[src/hbs_pkg.sv]
// Package for the host bus slave and arbitration block.
// Assumes a single 100 MHz system clock; all pins are synchronised in the top.
package hbs_pkg;

  // Operand size encoding on operand_size[1:0]
  localparam logic [1:0] HBS_SIZE_BYTE = 2'h0;
  localparam logic [1:0] HBS_SIZE_WORD = 2'h1;
  localparam logic [1:0] HBS_SIZE_LONG = 2'h2;
  localparam logic [1:0] HBS_SIZE_RSVD = 2'h3;

  // Interrupt acknowledge address match on A[6:0]
  localparam logic [6:0] HBS_IACK_ADDR = 7'h7f;

  // Interrupt request line indices
  localparam int HBS_IRQ_MODEM = 0;
  localparam int HBS_IRQ_TX    = 1;
  localparam int HBS_IRQ_RX    = 2;
  localparam int HBS_NUM_IRQ   = 3;

  // Timing
  localparam int HBS_CLK_NS       = 10;
  localparam int HBS_ACK_DLY_NS   = 20;
  localparam int HBS_ACK_DLY_CYC  = (HBS_ACK_DLY_NS + HBS_CLK_NS - 1) / HBS_CLK_NS;
  localparam int HBS_SYNC_STAGES  = 2;

  // Master engine states, one-hot
  typedef enum logic [4:0] {
    HBS_M_IDLE = 5'h01,
    HBS_M_REQ  = 5'h02,
    HBS_M_ADDR = 5'h04,
    HBS_M_DATA = 5'h08,
    HBS_M_DONE = 5'h10
  } hbs_mstate_e;

  // Slave access request carried to the register side
  typedef struct packed {
    logic        read;
    logic [1:0]  size;
    logic [7:0]  addr;
    logic [15:0] wdata;
  } hbs_slv_req_s;

  // Master transfer request from DMA
  typedef struct packed {
    logic        read;
    logic [7:0]  addr_lo;
    logic [15:0] wdata;
  } hbs_dma_req_s;

endpackage

[src/hbs_host_port.sv]
// Host parallel port: register slave, interrupt acknowledge chain (i_irq_vector is not driven out) and bus arbitration.
// Assumes external wire logic resolves open-drain pins from the output enables.
`timescale 1ns/1ps
// Operation
// Register access only while chip_select_n low; otherwise ignored.
// As master, drive address_strobe_n marking address and direction valid.
// As slave, data_strobe_n captures write data or enables read data.
// As master, drive data_strobe_n to pace each memory transfer.
// As slave, sample read_not_write while select and strobe active.
// As master, drive read_not_write for memory read or write.
// As slave, pull transfer_ack_n low when register access completes.
// After bus request, wait on transfer_ack_n for bus idle first.
// As master, hold each cycle until transfer_ack_n asserted.
// As slave, read operand_size to learn the operand width.
// Interrupt acknowledge needs int_ack_in_n, data strobe and address match.
// Pass acknowledge down via int_ack_pass_n when no interrupt pending.
// Three open-drain request lines: modem, transmit, receive.
// Pull bus_request_n low when bus mastership is needed.
// Arbiter asserts grant_in_n when bus becomes available.
// grant_pass_n low exactly when grant_in_n low and no request.
// Priority arbitration routes grants externally to chosen device.
// Sample mastership_held_n for others; drive it while master.
// On bus_fault_n as master, end cycle, release bus, flag error.
// data_buffer_enable_n low when master or select and strobe low.
// operand_size: 0 byte, 1 word, 2 long, 3 reserved.
// Cascade pass outputs to next device inputs.
module hbs_host_port
  import hbs_pkg::*;
(
  // Clock and reset
  input  wire logic                   i_sys_clk,
  input  wire logic                   i_resetn,
  // Host bus pins
  input  wire logic                   i_chip_select_n,
  input  wire logic                   i_data_strobe_n,
  input  wire logic                   i_read_not_write,
  input  wire logic [1:0]             i_operand_size,
  input  wire logic [7:0]             i_addr,
  input  wire logic [15:0]            i_data,
  input  wire logic                   i_transfer_ack_n,
  output logic                        o_transfer_ack_oe,
  output logic                        o_address_strobe_n,
  output logic                        o_data_strobe_n,
  output logic                        o_read_not_write,
  output logic                        o_strobe_oe,
  output logic [7:0]                  o_addr,
  output logic [15:0]                 o_data,
  output logic                        o_data_oe,
  output logic                        o_data_buffer_enable_n,
  // Interrupt pins
  input  wire logic                   i_int_ack_in_n,
  output logic                        o_int_ack_pass_n,
  output logic [HBS_NUM_IRQ-1:0]      o_int_request_oe,
  // Arbitration pins
  output logic                        o_bus_request_oe,
  input  wire logic                   i_grant_in_n,
  output logic                        o_grant_pass_n,
  input  wire logic                   i_mastership_held_n,
  output logic                        o_mastership_held_oe,
  input  wire logic                   i_bus_fault_n,
  // Register side
  output logic                        o_reg_req_valid,
  output hbs_slv_req_s                o_reg_req,
  input  wire logic [15:0]            i_reg_rdata,
  // Interrupt side
  input  wire logic [HBS_NUM_IRQ-1:0] i_irq_pending,
  input  wire logic [7:0]             i_irq_vector,
  output logic                        o_iack_pulse,
  // DMA side
  input  wire logic                   i_dma_req_valid,
  input  wire hbs_dma_req_s           i_dma_req,
  output logic                        o_dma_done,
  output logic [15:0]                 o_dma_rdata,
  output logic                        o_bus_fault_irq
);

  // Synchronised pins
  localparam int SW = 34;
  logic [SW-1:0] pin_a;
  logic [SW-1:0] pin_s;
  assign pin_a = {i_chip_select_n, i_data_strobe_n, i_read_not_write, i_operand_size,
                  i_addr, i_data, i_transfer_ack_n, i_int_ack_in_n, i_grant_in_n,
                  i_mastership_held_n, i_bus_fault_n};

  hbs_sync #(.W(SW), .RST({3'h7, 2'h0, 8'h00, 16'h0000, 5'h1f})) u_sync (
    .i_sys_clk (i_sys_clk),
    .i_resetn  (i_resetn),
    .i_async   (pin_a),
    .o_sync    (pin_s)
  );

  wire        cs_n   = pin_s[33];
  wire        ds_n   = pin_s[32];
  wire        rnw    = pin_s[31];
  wire [1:0]  siz    = pin_s[30:29];
  wire [7:0]  addr   = pin_s[28:21];
  wire [15:0] data   = pin_s[20:5];
  wire        ack_n  = pin_s[4];
  wire        iack_n = pin_s[3];
  wire        bg_n   = pin_s[2];
  wire        bgk_n  = pin_s[1];
  wire        bus_fault_n_n = pin_s[0];

  // Master, slave and interrupt state
  hbs_mstate_e st_r;
  hbs_mstate_e st_nxt;
  logic        fault_r;
  logic        busy_r;
  logic [HBS_ACK_DLY_CYC:0] ack_dly_r;
  logic        ack_oe_r;
  logic [15:0] rdata_r;
  logic        iack_act_r;
  logic [15:0] dma_rdata_r;
  hbs_dma_req_s dreq_r;

  wire master   = (st_r == HBS_M_ADDR) || (st_r == HBS_M_DATA);
  wire slv_sel  = !cs_n && !ds_n && !master;
  wire iack_hit = !iack_n && !ds_n && (addr[6:0] == HBS_IACK_ADDR);
  wire any_irq  = |i_irq_pending;
  wire req_int  = (st_r == HBS_M_REQ) || i_dma_req_valid && (st_r == HBS_M_IDLE);

  // Slave access: direction and size sampled with strobe, completion acknowledged
  always_ff @(posedge i_sys_clk or negedge i_resetn) begin
    if (!i_resetn) begin
      busy_r          <= 1'b0;
      ack_dly_r       <= '0;
      ack_oe_r        <= 1'b0;
      o_reg_req_valid <= 1'b0;
      o_reg_req       <= '0;
      rdata_r         <= 16'h0000;
    end else begin
      o_reg_req_valid <= slv_sel && !busy_r;
      if (slv_sel && !busy_r) begin
        o_reg_req <= '{read: rnw, size: siz, addr: addr, wdata: data};
      end
      busy_r    <= slv_sel;
      ack_dly_r <= {ack_dly_r[HBS_ACK_DLY_CYC-1:0], slv_sel && !busy_r};
      if (ack_dly_r[HBS_ACK_DLY_CYC]) begin
        rdata_r  <= i_reg_rdata;
        ack_oe_r <= 1'b1;
      end else if (!slv_sel) begin
        ack_oe_r <= 1'b0;
      end
    end
  end

  // Interrupt acknowledge capture
  always_ff @(posedge i_sys_clk or negedge i_resetn) begin
    if (!i_resetn) begin
      iack_act_r <= 1'b0;
    end else begin
      iack_act_r <= iack_hit && any_irq;
    end
  end
  assign o_iack_pulse     = iack_hit && any_irq && !iack_act_r;
  assign o_int_ack_pass_n = !(iack_hit && !any_irq);
  assign o_int_request_oe = i_irq_pending;

  // Bus master engine
  always_comb begin
    st_nxt = st_r;
    case (st_r)
      HBS_M_IDLE: if (i_dma_req_valid) st_nxt = HBS_M_REQ;
      HBS_M_REQ:  if (!bg_n && bgk_n && ack_n) st_nxt = HBS_M_ADDR;
      HBS_M_ADDR: st_nxt = bus_fault_n_n ? HBS_M_DATA : HBS_M_DONE;
      HBS_M_DATA: begin
        if (!bus_fault_n_n || !ack_n) st_nxt = HBS_M_DONE;
      end
      HBS_M_DONE: st_nxt = HBS_M_IDLE;
      default:    st_nxt = HBS_M_IDLE;
    endcase
  end

  always_ff @(posedge i_sys_clk or negedge i_resetn) begin
    if (!i_resetn) begin
      st_r        <= HBS_M_IDLE;
      fault_r     <= 1'b0;
      dreq_r      <= '0;
      dma_rdata_r <= 16'h0000;
    end else begin
      st_r    <= st_nxt;
      fault_r <= master && !bus_fault_n_n;
      if (st_r == HBS_M_IDLE && i_dma_req_valid) dreq_r <= i_dma_req;
      if (st_r == HBS_M_DATA && !ack_n && dreq_r.read) dma_rdata_r <= data;
    end
  end

  assign o_bus_fault_irq = fault_r;
  assign o_dma_done      = (st_r == HBS_M_DONE);
  assign o_dma_rdata     = dma_rdata_r;

  // Pin drive
  assign o_bus_request_oe       = req_int;
  assign o_grant_pass_n         = !(!bg_n && !req_int);
  assign o_mastership_held_oe   = master;
  assign o_strobe_oe            = master;
  assign o_address_strobe_n     = !master;
  assign o_data_strobe_n        = !(st_r == HBS_M_DATA);
  assign o_read_not_write       = master ? dreq_r.read : 1'b1;
  assign o_addr                 = dreq_r.addr_lo;
  assign o_data                 = master ? dreq_r.wdata : rdata_r;
  assign o_data_oe              = (master && !dreq_r.read) || (ack_oe_r && o_reg_req.read);
  assign o_transfer_ack_oe      = ack_oe_r && !master;
  assign o_data_buffer_enable_n = !(master || (!cs_n && !ds_n));

  // Assertions
  localparam int ACK_CHK_DLY = HBS_ACK_DLY_CYC + 2;
endmodule

[src/hbs_sync.sv]
// Two-flop synchroniser, parameterised width.
// Assumes inputs are asynchronous to i_sys_clk.
`timescale 1ns/1ps
module hbs_sync #(
  parameter int          W   = 1,
  parameter logic [W-1:0] RST = '0
) (
  // Clock and reset
  input  wire logic         i_sys_clk,
  input  wire logic         i_resetn,
  // Data
  input  wire logic [W-1:0] i_async,
  output logic      [W-1:0] o_sync
);
  logic [W-1:0] meta_r;

  always_ff @(posedge i_sys_clk or negedge i_resetn) begin
    if (!i_resetn) begin
      meta_r <= RST;
      o_sync <= RST;
    end else begin
      meta_r <= i_async;
      o_sync <= meta_r;
    end
  end
endmodule

[config.mk]
export PLATFORM = sky130hd
export DESIGN_NAME = hbs_host_port
export DESIGN_NICKNAME = d
export VERILOG_FILES = /design/src/hbs_pkg.sv /design/src/hbs_host_port.sv /design/src/hbs_sync.sv
export SDC_FILE = /design/constraint.sdc
export NUM_CORES = 1
export LEC_CHECK = 0
export BUFFER_PORTS_ARGS = -buffer_cell sky130_fd_sc_hd__buf_4
export CORE_MARGIN = 5
export CORE_UTILIZATION = 47
export CTS_CLUSTER_SIZE = 40
export DETAILED_ROUTE_END_ITERATION = 10
export GPL_TIMING_DRIVEN = 0
export MAX_ROUTING_LAYER = met4
export PLACE_DENSITY = 0.74
export SETUP_SLACK_MARGIN = 0.3
export SLEW_MARGIN = 0
export SYNTH_ARGS = -nofsm -noshare
export SYNTH_HDL_FRONTEND = slang
export SYNTH_HIERARCHICAL = 1
export SYNTH_SLANG_ARGS = --single-unit
[constraint.sdc]
create_clock -name i_sys_clk -period 3.23 [get_ports i_sys_clk]
set_input_delay 0 -clock i_sys_clk [delete_from_list [all_inputs] [get_ports i_sys_clk]]
set_output_delay 0 -clock i_sys_clk [all_outputs]
set_load 0.005 [all_outputs]
# After elaboration in Yosys (flattened, before gate mapping)
# Index checks and enable logic that the tools add are counted.
dict set report word_totals {
  reg_bits 165
  in_bits 89
  wordCells 78
}
dict set report classes {
  eq_ne 10
  mux 9
  reduce_logical 41
}
# operator n
set ops {}
lappend ops {{$mux 5} 4}
lappend ops {{$pmux 5 s4} 1}
lappend ops {{$logic_and 1x1->1} 18}
lappend ops {{$logic_not 1->1} 16}
lappend ops {{$mux 16} 1}
lappend ops {{$eq 7x7->1 const B} 1}
lappend ops {{$eq 5x1->1 const B} 1}
lappend ops {{$eq 5x2->1 const B} 1}
lappend ops {{$eq 5x3->1 const B} 1}
lappend ops {{$eq 5x4->1 const B} 1}
lappend ops {{$eq 5x5->1 const B} 1}
lappend ops {{$logic_or 1x1->1} 5}
lappend ops {{$ne 2x1->1 const B} 2}
lappend ops {{$ne 2x2->1 const B} 2}
lappend ops {{$mux 1} 3}
lappend ops {{$reduce_and 3->1} 1}
lappend ops {{$reduce_or 3->1} 1}

# Depth between registers and ports, before layout
dict set report depth {
  depth_word 6
  ltp_mapped 6
}

# Cells and area by module
# Netlist, hierarchy kept.
# mod n_inst cells_each area_per_inst_um2 seq_area_each_um2
set by_module_without_submodules {}
lappend by_module_without_submodules {hbs_host_port 1 268 4119.0 2403.6}
lappend by_module_without_submodules {hbs_sync 1 68 1721.7 1721.7}

# Least setup slack after synthesis
# No wires, ideal clock.
dict set report synth_path {
  path_kind {reg-to-reg}
  from {register st_r[3]}
  to {register dreq_r[10] in the netlist's numbering}
  setup_ps 125
  arrival_time_ps 1653
  slack_ps 1452
  path_stages_with_launch 5
  n_path_buf 1
  period_less_slack_ps 1778
  cell_sequence {dfrtp_1 or2_1 nor4_4 buf_4 mux2_2}
}
dict set report synth_via {
  elab_chain_cells 2
}
# item line
set synth_rtl {}
lappend synth_rtl {{start, declared} hbs_host_port.sv:105} ;# hbs_mstate_e st_r;
lappend synth_rtl {{start signal, assigned} hbs_host_port.sv:181} ;# st_r <= st_nxt;
lappend synth_rtl {{$eq 5x1->1} hbs_host_port.sv:183} ;# if (st_r == HBS_M_IDLE && i_dma_req_valid) dreq_r <= i_dma_req;
lappend synth_rtl {{$logic_and 1x1->1} hbs_host_port.sv:183}
lappend synth_rtl {{end signal, assigned} hbs_host_port.sv:183}
lappend synth_rtl {{end, declared} hbs_host_port.sv:114} ;# hbs_dma_req_s dreq_r;
# No other way between the ends.
# A chain may end at the register's enable or synchronous reset.

# Worst setup path after layout
dict set report layout_path {
  from {register st_r[1]}
  to {output port o_data[8]}
}
dict set report layout_via {
  elab_chain_cells 3
}
# item line
set layout_rtl {}
lappend layout_rtl {{$eq 5x3->1 / $eq 5x4->1 (equally long branches)} hbs_host_port.sv:116} ;# wire master = (st_r == HBS_M_ADDR) || (st_r == HBS_M_DATA);
lappend layout_rtl {{$logic_or 1x1->1 (*)} hbs_host_port.sv:116}
lappend layout_rtl {{$mux 16 (*)} hbs_host_port.sv:201} ;# assign o_data = master ? dreq_r.wdata : rdata_r;
lappend layout_rtl {{end, declared} hbs_host_port.sv:47} ;# output logic [15:0] o_data,
# Every way passes the cells marked *; elsewhere a longest branch is shown, timed or not.

==> results.md <==
- The clock latency on the worst-skew pair is 410 ps.
- The number of failing hold endpoints at the final stage came to 0.
- The clock network fraction of design power is ~34%.
- The flip-flop and latch count after synthesis is 164.
- After synthesis, the mean cell area works out to 17.4 um2.
- The maximum achievable frequency is about 0.43 GHz.
- The final standard cell count with taps included and fillers excluded is 780.
- dfrtp_1 is the most common cell in the netlist.
- The routed length per instance is 16.5 um.
- For the worst setup path, the data required time is about 3200 ps.
- CTS saw 164 sinks.
- The width of the die is around 120 um.
- The number of nets in the finished design is approximately 700.
- The area growth from synthesis to layout is 48.4%.
- For this design the ratio of total power to cell area is approximately 650 mW/mm2.
- Counting distinct cell types in the post-synthesis netlist gives 37.
- The total length of routed wires is 12900 um.
- The initial utilization of the core area, before any placement, comes to 48.2%.
- The average vias per placed instance is 4.63.
- The run finished with clean final reports.
- Of the total power, the share spent switching nets is 23.7%.
- By area the synthesized netlist is led by dfrtp_1 63%, mux2_2 16%, dfstp_2 7.6%, mux2_4 4.9%, buf_4 1.8%.
- The number of antenna violations at the first check in global routing is 0.
- Clock tree synthesis inserted a total of 17 buffers.
- The clock transition at the registers of the reported paths is 60 ps.
- The number of input and output port buffers inserted is 165.
- By count the netlist is led by 147 x dfrtp_1, 81 x mux2_2, 19 x mux2_4, 17 x dfstp_2, 14 x buf_4.
- Of the available clock period, the critical path in the final layout requires a little under three quarters.
- The final worst clock skew is 9.01 ps.
- In this run the power spent charging and discharging nets is 1.33 mW.
- Setup repair after global routing left no endpoint under its margin.
- The count of flip-flops with a built-in enable after synthesis is 0.
- The proportion of synthesized flip-flops having asynchronous set or reset is 100%.
- The critical path goes through nor3_4 -> and2_1 -> buf_2 -> inv_1 -> buf_2 -> mux2_2 -> buf_4.
- In the routed design, unresolved DRC markers number 0.
- The number of standard cells after synthesis is 336.
- The clock tree from TritonCTS is built.
- The setup TNS after final layout is 0 ps.
- The vias after detailed routing is between 3k and 4k.
- After synthesis the cells add up to 0.00584 mm2.
- The first-pass iteration count of the detailed router is 4.
- The longest clock path from root to sink contains 2 buffers.
- In this run the worst path has a maximum fanout of 10.
- For the pin with the worst max-slew slack, the measured transition is 827 ps.
- The remaining antenna violation count is 0.
- The net count of the mapped netlist is 425.
- The largest net degree at the start of global routing is 91.
- Global routing finished with a remaining overflow of 0.
- The die is 121 um tall.
- The sum of net half-perimeters after detailed placement is 8430 um.
- Max-cap violations in this run came to 0.
- The type of the tightest min-delay check is input pin to flop.
- The first global-routing pass estimated between 20000 and 25000 um of wire.
- At the worst endpoint, the arrival time is 2300 ps.
- The final max-slew violation count is 0.
- The number of H-tree branching levels is 4.
- The proportion of synthesized chip area in sequential cells is 70.6%.
- Setup violations remaining at the end of the flow were counted as 0.
- Summed over its instances, the top area cell type makes up 63.0% of the synthesized netlist area.
- The peak ir drop on the vdd network is roughly 0.00035 V.
- The number of antenna diodes in the final layout is 0.
- The fraction of final layout cells with drive strength greater than 1 is 55.6%.
- The max-slew headroom at the worst pin is between 40 and 50%.
- The congestion estimate from routability-driven global placement came to 0.768.
- The number of global-route vias before repair is 3967.
- The cell count after placement is 670.
- The worst setup path is of the flop to output port kind.
- The master cell of the clock root buffer is clkbuf_16.
- Once the clock tree was built, the setup fixing pass inserted 0 buffers.
- The die covers 0.0148 mm2.
- The worst setup path is launched from a flop.
- Pin placement for this block handled 174 I/O pins.
- The region available for standard cell placement spans around 0.012 mm2.
- The violation count after the first detailed-route iteration is just over 200.
- The number of core rows is 40.
- In the global route stage, overall resource usage came out at 18.6%.
- The cell internal power dissipation is 4.28 mW.
- The share of total power dissipated in sequential elements is 46.1%.
- The number of warnings printed during yosys synthesis is 6.
- STA classifies the critical path endpoint as an output port.
- The largest incremental delay on the critical path is around 480 ps.
- In this design, the critical path's most frequently occurring cell is buf_2.
- The standby leakage power is 4.15 nW.
- The synthesized design spends more area on one cell type than any other, namely dfrtp_1.
- Combinational logic is responsible for 20.1% of the overall power.
- The clock period minus worst slack is about 2300 ps.
- The slowest stage of the critical path is the dfrtp_1 cell.
- In the synthesized netlist the dominant register cell turns out to be dfrtp_1.
[cell families after synthesis]
kind of cell / after synthesis / share of synthesized area (%)
mux: 100 / 20.5
buf+inv: 26 / 3.34
simple gates: 37 / 4.35
xor+xnor: 2 / 0.300
flops: 164 / 70.6
compound gates: 7 / 0.878
[path summary, 6_finish.rpt]
path                                     endpoint  cells past startpoint  slack, ps            start
max in group asynchronous       u_sync/meta_r[31]                      3       2090         i_resetn
worst min register to register       ack_dly_r[2]                      0        350     ack_dly_r[1]
worst max register to register         dreq_r[10]                      4       1190          st_r[3]
worst max-delay path                    o_data[8]                      7        930          st_r[1]
min in group asynchronous               dreq_r[9]                      2        270         i_resetn
worst min-delay path                      st_r[0]                      4         30  i_dma_req_valid
[layout by cell type (no fill, tap or decap), types with 2 or more instances in the layout]
cell,instances
dlygate4sd3_1,78
buf_6,2
dfstp_2,17
nor3_1,3
o21ai_0,2
nor2b_1,4
nand2_1,7
buf_4,178
clkbuf_8,4
mux2_2,81
nand3b_1,2
nor2_1,5
clkbuf_1,5
inv_1,3
mux2_4,19
clkbuf_16,17
dfrtp_1,147
buf_12,2
buf_2,4
and2_1,2
clkinv_2,3
clkinvlp_4,3
or4b_2,2
[power by group through the flow]
stage | Combinational (mW) | Clock (mW) | Sequential [mW]
after floorplan | 0.579 | 0 | 2.56
after global placement | 1.02 | 0 | 2.60
after detailed placement | 1.06 | 0 | 2.62
after CTS | 1.14 | 1.94 | 2.58
after global routing | 1.22 | 2.02 | 2.63
final | 1.13 | 1.90 | 2.58
[stage by stage]
step | area (um2) | hold slack (ps) | power, mW | setup WS, ps | util [%]
finish | 8670 | 26.0 | 5.61 | 928 | 71.6
detailed placement | 7320 | 110 | 3.67 | 1160 | 60.4
floorplan | 5840 | -296 | 3.14 | 1450 | -
CTS | 8670 | 19.9 | 5.66 | 918 | 71.6
global route | 8670 | 52.6 | 5.87 | 808 | 71.6
global placement | 7290 | 109 | 3.62 | 1200 | 60.2
[critical path: cells and delay by family (launching register included)]
| kind | cells | cell delay (ps) |
|---|---|---|
| buffers and inverters | 4 | 610 |
| and+or+nand+nor | 2 | 480 |
| DFF | 1 | 480 |
| muxes | 1 | 320 |
[flip-flops by register name (all words and copies together) (netlist names)]
signal,flops
ack_dly_r,3
ack_oe_r,1
busy_r,1
dreq_r,17
iack_act_r,1
o_addr,8
o_bus_fault_irq,1
o_dma_rdata,16
o_reg_req,27
rdata_r,16
st_r,5
u_sync/meta_r,34
u_sync/o_sync,34
[area by class of cell]
cell class | instances | area, um2
Clock inverter | 8 | 76.3
Inverter | 3 | 11.3
Fill cell | 796 | 3440
Buffer | 23 | 184
Multi-Input combinational cell | 146 | 1520
Sequential cell | 164 | 4130
Tap cell | 168 | 210
Clock buffer | 24 | 492
Timing Repair Buffer | 244 | 2050
[repair_timing]
item                                   CTS  global route
hold buffers                            78             0
endpoints found under the hold margin  153             0
gates resized for setup                  0             0
[routing by layer]
metal  routed length [um]  global-route usage, %  vias up  part of all wire [%]
met5                    0                      -        -                     0
met1                 5430                   22.3     1789                    42
met3                  929                   5.78       13                   7.2
li1                     -                      -     1682                     -
met4                  141                   5.95        0                   1.1
met2                 6390                   30.1      130                    50
(Power assumes the default switching activity.)
